[src/ptc_pkg.sv]
// Package: register map, field layout and constants of the periodic tick counter
package ptc_pkg;

  // ------------------------------------------------------------
  // Register byte offsets
  // ------------------------------------------------------------
  localparam logic [11:0] PTC_OFS_CTRL  = 12'h000;
  localparam logic [11:0] PTC_OFS_COUNT = 12'h004;
  localparam logic [11:0] PTC_OFS_MOD   = 12'h008;

  // ------------------------------------------------------------
  // Control, count and modulo register field positions
  // ------------------------------------------------------------
  localparam int PTC_PS_LSB   = 0;
  localparam int PTC_PS_MSB   = 3;
  localparam int PTC_PSEL_BIT = 4;
  localparam int PTC_CLKS_LSB = 5;
  localparam int PTC_CLKS_MSB = 6;
  localparam int PTC_IE_BIT   = 7;
  localparam int PTC_FLAG_BIT = 8;
  localparam int PTC_VAL_LSB  = 0;
  localparam int PTC_VAL_MSB  = 7;

  // ------------------------------------------------------------
  // Reset values and encodings
  // ------------------------------------------------------------
  localparam logic [7:0] PTC_COUNT_RST = 8'h00;
  localparam logic [7:0] PTC_MOD_RST   = 8'h00;
  localparam logic [3:0] PTC_PS_OFF    = 4'h0;
  localparam logic [1:0] PTC_SRC_LPO   = 2'h0;
  localparam logic [1:0] PTC_SRC_EXT   = 2'h1;
  localparam logic [1:0] PTC_SRC_INT   = 2'h2;
  localparam logic [1:0] PTC_SRC_BAD   = 2'h3;
  localparam logic [7:0] PTC_COUNT_STEP = 8'h01;
  localparam logic [0:0] PTC_PSEL_BIN  = 1'h0;
  localparam logic [0:0] PTC_PSEL_DEC  = 1'h1;

  // Control fields carried together
  typedef struct packed {
    logic       irq_en;
    logic [1:0] clock_source_select;
    logic       dec_mode;
    logic [3:0] prescale_select;
  } ptc_ctrl_t;

  localparam ptc_ctrl_t PTC_CTRL_RST = '{irq_en: 1'h0, clock_source_select: PTC_SRC_LPO,
                                         dec_mode: 1'h0, prescale_select: PTC_PS_OFF};

endpackage

[src/ptc_sync.sv]
// Two-flop level synchroniser for the clock source pins
`timescale 1ns/100ps
module ptc_sync
  import ptc_pkg::*;
(
  input  wire logic CLK_IN,
  input  wire logic RST_N_IN,
  input  wire logic d_in,
  output logic      q_out
);
  logic meta;

  // ------------------------------------------------------------
  // Synchroniser stages
  // ------------------------------------------------------------
  // First stage feeds only the second
  always_ff @(posedge CLK_IN or negedge RST_N_IN) begin
    if (!RST_N_IN) begin
      meta  <= 1'b0;
      q_out <= 1'b0;
    end else begin
      meta  <= d_in;
      q_out <= meta;
    end
  end
endmodule

[src/ptc_prescaler.sv]
// Prescaler: binary or decimal division of source edges into one-cycle ticks
`timescale 1ns/100ps
module ptc_prescaler
  import ptc_pkg::*;
#(
  parameter int CW = 20
) (
  input  wire logic       CLK_IN,
  input  wire logic       RST_N_IN,
  input  wire logic       src_edge_in,
  input  wire logic       clear_in,
  input  wire logic       dec_mode_in,
  input  wire logic [3:0] sel_in,
  output logic            tick_out
);
  logic [CW-1:0] cnt;
  logic [CW-1:0] limit;

  // ------------------------------------------------------------
  // Division limit
  // ------------------------------------------------------------
  // Binary: 2^(sel-1); decimal: 1-2-5 table from 1 at code 1 up to 50000 at code F
  always_comb begin
    limit = '0;
    if (!dec_mode_in) begin
      limit = CW'(1) << (sel_in - 4'h1);
    end else begin
      case (sel_in)
        4'h1:    limit = CW'(1);
        4'h2:    limit = CW'(2);
        4'h3:    limit = CW'(5);
        4'h4:    limit = CW'(10);
        4'h5:    limit = CW'(20);
        4'h6:    limit = CW'(50);
        4'h7:    limit = CW'(100);
        4'h8:    limit = CW'(200);
        4'h9:    limit = CW'(500);
        4'hA:    limit = CW'(1000);
        4'hB:    limit = CW'(2000);
        4'hC:    limit = CW'(5000);
        4'hD:    limit = CW'(10000);
        4'hE:    limit = CW'(20000);
        default: limit = CW'(50000);
      endcase
    end
  end

  // ------------------------------------------------------------
  // Division counter
  // ------------------------------------------------------------
  // Off while selection is zero, cleared on request
  always_ff @(posedge CLK_IN or negedge RST_N_IN) begin
    if (!RST_N_IN) begin
      cnt      <= '0;
      tick_out <= 1'b0;
    end else if (clear_in || sel_in == PTC_PS_OFF) begin
      cnt      <= '0;
      tick_out <= 1'b0;
    end else if (src_edge_in) begin
      if (cnt + CW'(1) >= limit) begin
        cnt      <= '0;
        tick_out <= 1'b1;
      end else begin
        cnt      <= cnt + CW'(1);
        tick_out <= 1'b0;
      end
    end else begin
      tick_out <= 1'b0;
    end
  end
endmodule

[src/ptc_top.sv]
// Periodic tick counter: APB registers, source select, prescaler and 8-bit modulo counter
// Function
// - Count register is read-only, writes ignored
// - Changed prescale selection clears the count
// - Count match modulo: restart, set flag
// - Modulo zero flags every prescaler tick
// - Modulo write clears prescaler and count
// - Reset loads modulo with zero
// - Counter, modulo, selector, binary/decimal prescaler
// - Reset: counter stopped at zero, prescaler off
// - Reset selects low-power oscillator source
// - Prescaler off while selection is zero
// - Source select picks one of three
// - Changed source selection clears prescaler, count
// - Software-enabled interrupt from tick flag
//
// The implementer's own choices: the placing of the registers and register access over APB.
`timescale 1ns/100ps
module ptc_top
  import ptc_pkg::*;
#(
  parameter int PS_WIDTH = 20
) (
  input  wire logic        CLK_IN,
  input  wire logic        RST_N_IN,
  input  wire logic        PSEL_IN,
  input  wire logic        PENABLE_IN,
  input  wire logic        PWRITE_IN,
  input  wire logic [11:0] PADDR_IN,
  input  wire logic [31:0] PWDATA_IN,
  input  wire logic [3:0]  PSTRB_IN,
  output logic [31:0]      PRDATA_OUT,
  output logic             PREADY_OUT,
  output logic             PSLVERR_OUT,
  input  wire logic        LPO_CLK_IN,
  input  wire logic        EXT_REF_CLK_IN,
  input  wire logic        INT_REF_CLK_IN,
  output logic             IRQ_OUT
);

  // ------------------------------------------------------------
  // Declarations
  // ------------------------------------------------------------
  ptc_ctrl_t  ctrl;
  logic [7:0] tick_count_value;
  logic [7:0] tick_modulo_value;
  logic       tick_flag;
  logic       lpo_s;
  logic       ext_s;
  logic       int_s;
  logic       src_lvl;
  logic       src_prev;
  logic       src_edge;
  logic       ps_tick;
  logic       clear_all;
  logic       wr_en;
  logic       rd_en;
  logic       hit_ctrl;
  logic       hit_count;
  logic       hit_mod;
  logic       mapped;
  logic       wr_ctrl;
  logic       wr_mod;
  logic       flag_clr;
  logic       match;
  ptc_ctrl_t  next_ctrl;
  logic [31:0] next_rdata;

  // ------------------------------------------------------------
  // APB decode
  // ------------------------------------------------------------
  // Zero-wait slave; unmapped address gives PSLVERR
  assign wr_en     = PSEL_IN && PENABLE_IN && PWRITE_IN;
  assign rd_en     = PSEL_IN && !PWRITE_IN;
  assign hit_ctrl  = PADDR_IN == PTC_OFS_CTRL;
  assign hit_count = PADDR_IN == PTC_OFS_COUNT;
  assign hit_mod   = PADDR_IN == PTC_OFS_MOD;
  assign mapped    = hit_ctrl || hit_count || hit_mod;
  assign PREADY_OUT  = 1'b1;
  assign PSLVERR_OUT = PSEL_IN && PENABLE_IN && !mapped;
  assign wr_ctrl   = wr_en && hit_ctrl;
  assign wr_mod    = wr_en && hit_mod && PSTRB_IN[0];

  // Control write merges byte lanes with current value
  always_comb begin
    next_ctrl = ctrl;
    if (PSTRB_IN[0]) begin
      next_ctrl.prescale_select     = PWDATA_IN[PTC_PS_MSB:PTC_PS_LSB];
      next_ctrl.dec_mode            = PWDATA_IN[PTC_PSEL_BIT];
      next_ctrl.clock_source_select = PWDATA_IN[PTC_CLKS_MSB:PTC_CLKS_LSB];
      next_ctrl.irq_en              = PWDATA_IN[PTC_IE_BIT];
    end
    if (next_ctrl.clock_source_select == PTC_SRC_BAD) begin
      next_ctrl.clock_source_select = ctrl.clock_source_select;
    end
  end

  // Write-one-to-clear of the tick flag
  assign flag_clr = wr_ctrl && PSTRB_IN[1] && PWDATA_IN[PTC_FLAG_BIT];

  // Changed prescale or source, or modulo write, clears prescaler and count
  assign clear_all = wr_mod
                  || (wr_ctrl && (next_ctrl.prescale_select != ctrl.prescale_select
                               || next_ctrl.dec_mode != ctrl.dec_mode))
                  || (wr_ctrl && next_ctrl.clock_source_select != ctrl.clock_source_select);

  // ------------------------------------------------------------
  // Control and modulo registers
  // ------------------------------------------------------------
  // Reset: prescaler off, low-power source, irq disabled
  always_ff @(posedge CLK_IN or negedge RST_N_IN) begin
    if (!RST_N_IN) begin
      ctrl <= PTC_CTRL_RST;
    end else if (wr_ctrl) begin
      ctrl <= next_ctrl;
    end
  end

  // Modulo register, zero after reset
  always_ff @(posedge CLK_IN or negedge RST_N_IN) begin
    if (!RST_N_IN) begin
      tick_modulo_value <= PTC_MOD_RST;
    end else if (wr_mod) begin
      tick_modulo_value <= PWDATA_IN[PTC_VAL_MSB:PTC_VAL_LSB];
    end
  end

  // ------------------------------------------------------------
  // Clock source selection
  // ------------------------------------------------------------
  ptc_sync u_sync_lpo (
    .CLK_IN   (CLK_IN),
    .RST_N_IN (RST_N_IN),
    .d_in     (LPO_CLK_IN),
    .q_out    (lpo_s)
  );
  ptc_sync u_sync_ext (
    .CLK_IN   (CLK_IN),
    .RST_N_IN (RST_N_IN),
    .d_in     (EXT_REF_CLK_IN),
    .q_out    (ext_s)
  );
  ptc_sync u_sync_int (
    .CLK_IN   (CLK_IN),
    .RST_N_IN (RST_N_IN),
    .d_in     (INT_REF_CLK_IN),
    .q_out    (int_s)
  );

  // Three-way source mux
  always_comb begin
    case (ctrl.clock_source_select)
      PTC_SRC_EXT: src_lvl = ext_s;
      PTC_SRC_INT: src_lvl = int_s;
      default:     src_lvl = lpo_s;
    endcase
  end

  // Rising-edge detect on selected source
  always_ff @(posedge CLK_IN or negedge RST_N_IN) begin
    if (!RST_N_IN) begin
      src_prev <= 1'b0;
    end else begin
      src_prev <= src_lvl;
    end
  end
  assign src_edge = src_lvl && !src_prev;

  // ------------------------------------------------------------
  // Prescaler
  // ------------------------------------------------------------
  // Binary or decimal division, off at selection zero
  ptc_prescaler #(
    .CW (PS_WIDTH)
  ) u_presc (
    .CLK_IN      (CLK_IN),
    .RST_N_IN    (RST_N_IN),
    .src_edge_in (src_edge),
    .clear_in    (clear_all),
    .dec_mode_in (ctrl.dec_mode),
    .sel_in      (ctrl.prescale_select),
    .tick_out    (ps_tick)
  );

  // ------------------------------------------------------------
  // Modulo counter and tick flag
  // ------------------------------------------------------------
  assign match = tick_count_value == tick_modulo_value;

  // Count up per prescaler tick, restart on match
  always_ff @(posedge CLK_IN or negedge RST_N_IN) begin
    if (!RST_N_IN) begin
      tick_count_value <= PTC_COUNT_RST;
    end else if (clear_all) begin
      tick_count_value <= PTC_COUNT_RST;
    end else if (ps_tick) begin
      if (match) begin
        tick_count_value <= PTC_COUNT_RST;
      end else begin
        tick_count_value <= tick_count_value + PTC_COUNT_STEP;
      end
    end
  end

  // Sticky flag, set beats clear
  always_ff @(posedge CLK_IN or negedge RST_N_IN) begin
    if (!RST_N_IN) begin
      tick_flag <= 1'b0;
    end else if (ps_tick && match && !clear_all) begin
      tick_flag <= 1'b1;
    end else if (flag_clr) begin
      tick_flag <= 1'b0;
    end
  end

  // Interrupt request gated by enable
  assign IRQ_OUT = tick_flag && ctrl.irq_en;

  // ------------------------------------------------------------
  // Read data
  // ------------------------------------------------------------
  // Count register is read-only
  always_comb begin
    next_rdata = 32'h0000_0000;
    if (hit_ctrl) begin
      next_rdata[PTC_PS_MSB:PTC_PS_LSB]     = ctrl.prescale_select;
      next_rdata[PTC_PSEL_BIT]              = ctrl.dec_mode;
      next_rdata[PTC_CLKS_MSB:PTC_CLKS_LSB] = ctrl.clock_source_select;
      next_rdata[PTC_IE_BIT]                = ctrl.irq_en;
      next_rdata[PTC_FLAG_BIT]              = tick_flag;
    end else if (hit_count) begin
      next_rdata[PTC_VAL_MSB:PTC_VAL_LSB] = tick_count_value;
    end else if (hit_mod) begin
      next_rdata[PTC_VAL_MSB:PTC_VAL_LSB] = tick_modulo_value;
    end
  end

  // Registered read data, captured in setup phase
  always_ff @(posedge CLK_IN or negedge RST_N_IN) begin
    if (!RST_N_IN) begin
      PRDATA_OUT <= 32'h0000_0000;
    end else if (rd_en && !PENABLE_IN) begin
      PRDATA_OUT <= next_rdata;
    end
  end
endmodule

[config.mk]
export PLATFORM = sky130hd
export DESIGN_NAME = ptc_top
export DESIGN_NICKNAME = d
export VERILOG_FILES = /design/src/ptc_pkg.sv /design/src/ptc_sync.sv /design/src/ptc_prescaler.sv /design/src/ptc_top.sv
export SDC_FILE = /design/constraint.sdc
export NUM_CORES = 1
export LEC_CHECK = 0
export BUFFER_PORTS_ARGS = -buffer_cell sky130_fd_sc_hd__buf_2
export CAP_MARGIN = 15
export CORE_MARGIN = 4
export CORE_UTILIZATION = 60
export DETAILED_ROUTE_END_ITERATION = 7
export PLACE_DENSITY = 0.86
export SLEW_MARGIN = 5
export SYNTH_ARGS = -nofsm -noshare
export SYNTH_HDL_FRONTEND = slang
export SYNTH_SLANG_ARGS = --single-unit
[constraint.sdc]
create_clock -name CLK_IN -period 5.7 [get_ports CLK_IN]
set_input_delay 0.855 -clock CLK_IN [delete_from_list [all_inputs] [get_ports CLK_IN]]
set_output_delay 0.855 -clock CLK_IN [all_outputs]
set_load 0.05 [all_outputs]
==> flow_summary.ini <==
[route]
via_per_inst = 5.977
ant_nets = 0
wl_per_cell_um = 16.30
drtIter0Drc = 192
vias = 3634
wl_mm = 9.908
route.detailed.drc = 0
first_pass_iters = 5

[critical_path]
path_max_fanout = 13
cp_data_required_time_ns = 5.96
worstSetupEndpointType = flip-flop
cpPeakStageDelay_ns = 0.80
crit_top_cell = ha_1
worst_path_max_delay_cell = a211oi_2
start_kind = flip-flop
cp_top_family = compound AO/OA/AOI/OAI gates
path_class = flip-flop to flip-flop
path_buf_inv = 1
arrival_ns = 4.72
crit_chain = inv_1 > ha_1 > ha_1 > nand2b_1 > nor2_1 > a22o_1 > ha_1 > nand2b_1 > a2111oi_0 > o41ai_1 > a211oi_2 > nand3_2 > o211ai_2

[logic_synthesis]
yosysMostFrequentCell = dfrtp_1
yosysTopAreaCell = dfrtp_1
syn_inst = 480
syn-cell-area_um2 = 4354
synth_ff_type = dfrtp_1
ys_types = 63
syn_avg_cell_area_um2 = 9.071
seq_area_frac_synth_pct = 35.63
yosysTopAreaCellShare_pct = 35.63
ys_async_sr_fraction_pct = 100.0
synth-edff-count = 0
synth_commonest_cells = dfrtp_1 (62), nand2_1 (57), nor2_1 (39)
synth_area_leaders = dfrtp_1 (36%), ha_1 (8.6%), nand2_1 (4.9%)
ys_seq_elements = 62
ys_warn_count = 0

[power_and_ir_drop]
ir_drop_mv = 0.1795
powerDensity_nw_per_um2 = 187.3
cellLeakagePower_nw = 2.253

[placed_design]
hpwl_mm = 7.080
place.gp.congestion = 0.9405
io_buffers = 41

[global_routing]
antenna_found_initial = 0
grt_pass1_vias = 3370
grt_max_degree = 63
track_usage_pct = 23.73
grt_pass1_wl_mm = 16.47
overflow = 0

[clock_tree]
h-tree-depth = 3
cts_buffer_depth = 2
postCtsResizedCells = 0
cts_buffers = 9
clkTransAtPathRegs_ns = 0.07
clock_latency_ns = 0.34
clock-sinks = 62
hold_buffers = 0
cts-root-buf = clkbuf_8
tritoncts = yes
postCtsSetupRepairBufs = 0

[sta]
fin_crit_sh_pct = 78.22
slew_headroom_pct = 34.70
max_freq_mhz = 224.3
finalHoldViolations = 0
period_minus_slack_ns = 4.458
rsz0062_at_grt = no
clock_skew_ns = 0.01437
tns_ns = 0
maxSlewViolCount = 0
hold_ws_ns = 0.3475
worstMarginPinSlew_ns = 0.9667
finalSetupViolCount = 0

[hold_path]
hold_class = flip-flop to flip-flop

[layout]
fin_nets = 593
finish.utilization_pct = 67.59
drive_gt1_share_pct = 16.80
n_antenna_cell = 0
syn2layout_area_growth_pct = 7.213

[job]
drv_cap = 0

[die]
start_util_pct = 63.04
die_y_um = 93.19
die_x_um = 93.19
rows = 30
die-area_um2 = 8683
ios = 91
core-area_um2 = 6907

[status]
outcome = complete, no violations
cells by family (layout without fill, tap and decap cells):
group | Yosys count | after routing | share of synthesized area (%)
and+or+nand+nor | 174 | 174 | 19.68
DFF | 62 | 62 | 35.63
AOI/OAI and AO/OA | 90 | 90 | 15.06
adders and majority gates | 30 | 30 | 8.621
buffers and inverters | 64 | 74 | 8.074
other | 2 | 24 | 0.1725
muxes | 24 | 24 | 5.920
xor gates and xnor gates | 34 | 34 | 6.839
flip-flops by register name (all words and copies together) (netlist names):
signal / count
u_sync_ext.q_out: 1
u_sync_lpo.q_out: 1
tick_count_value: 8
tick_flag: 1
ctrl: 8
PRDATA_OUT: 9
src_prev: 1
u_sync_lpo.meta: 1
u_sync_int.q_out: 1
u_presc.tick_out: 1
u_presc.cnt: 20
u_sync_int.meta: 1
u_sync_ext.meta: 1
tick_modulo_value: 8
per-layer routing:
metal	up-vias	part of all wire (%)	wire, um	GRT usage [%]
li1	1718	-	-	-
met1	1766	43	4278	31.78
met2	138	49	4854	39.65
met3	12	6.7	661	5.068
met4	0	1.2	114	5.128
met5	-	0	0	0
cell usage in the layout (no fill, tap or decap), types with 5 or more instances in the layout:
cell	n
dfrtp_1	62
nand2_1	57
buf_2	41
nor2_1	39
ha_1	30
conb_1	24
a21oi_1	19
nand4_1	19
xor2_1	17
xnor2_1	17
inv_1	15
nand3_1	12
nor3_1	11
o21ai_0	10
a22oi_1	10
mux2i_1	10
clkbuf_8	10
o31ai_1	8
mux2_2	8
o21ai_1	6
mux2_1	6
or3_1	5
nor2b_1	5
and2_1	5
area by class of cell:
type / count / area (um2)
Clock buffer: 10 / 137.6
Clock inverter: 6 / 43.79
Tap cell: 96 / 120.1
Multi-Input combinational cell: 376 / 2539
Timing Repair Buffer: 43 / 220.2
Inverter: 15 / 56.30
Fill cell: 528 / 2238
Sequential cell: 62 / 1551
final timing paths:
| kind | from | to | slack (ns) | cells after the start |
|---|---|---|---|---|
| max | ctrl[0] | u_presc.cnt[5] | 1.24 | 13 |
| min | u_sync_lpo.meta | u_sync_lpo.q_out | 0.35 | 0 |
| max reg2reg | ctrl[0] | u_presc.cnt[5] | 1.24 | 13 |
| min reg2reg | u_sync_lpo.meta | u_sync_lpo.q_out | 0.35 | 0 |
| max in group asynchronous | RST_N_IN | u_presc.cnt[17] | 4.50 | 2 |
| min in group asynchronous | RST_N_IN | PRDATA_OUT[7] | 0.66 | 2 |
power breakdown:
part / switching, W / total (W) / leakage, nW / internal [W]
logic: 0.0000604 / 0.0000734 / 1.33 / 0.0000130
registers: 0.000000839 / 0.000443 / 0.835 / 0.000442
clock network: 0.000186 / 0.000358 / 0.0930 / 0.000172
total: 0.000247 / 0.000874 / 2.25 / 0.000627
worst reg2reg max path, stage by stage, from the launching register on:
cell and delay, ns:
dfrtp_1 0.61, inv_1 0.18, ha_1 0.32, ha_1 0.35, nand2b_1 0.10, nor2_1 0.24, a22o_1 0.20, ha_1 0.22
nand2b_1 0.14, a2111oi_0 0.52, o41ai_1 0.17, a211oi_2 0.80, nand3_2 0.32, o211ai_2 0.22
metrics by stage:
| stage | worst slack (ns) | std cells | power, W | cell area, um2 |
|---|---|---|---|---|
| floorplan | 2.273 | 502 | 0.0005131 | 4437 |
| CTS | 1.274 | 607 | 0.0008801 | 4661 |
| global route | 0.8604 | 608 | 0.0009059 | 4668 |
| global placement | 1.433 | 591 | 0.0005231 | 4479 |
| detailed placement | 1.286 | 591 | 0.0005245 | 4479 |
| finish | 1.242 | 608 | 0.0008742 | 4668 |
Power figures use the tool's default switching activity.
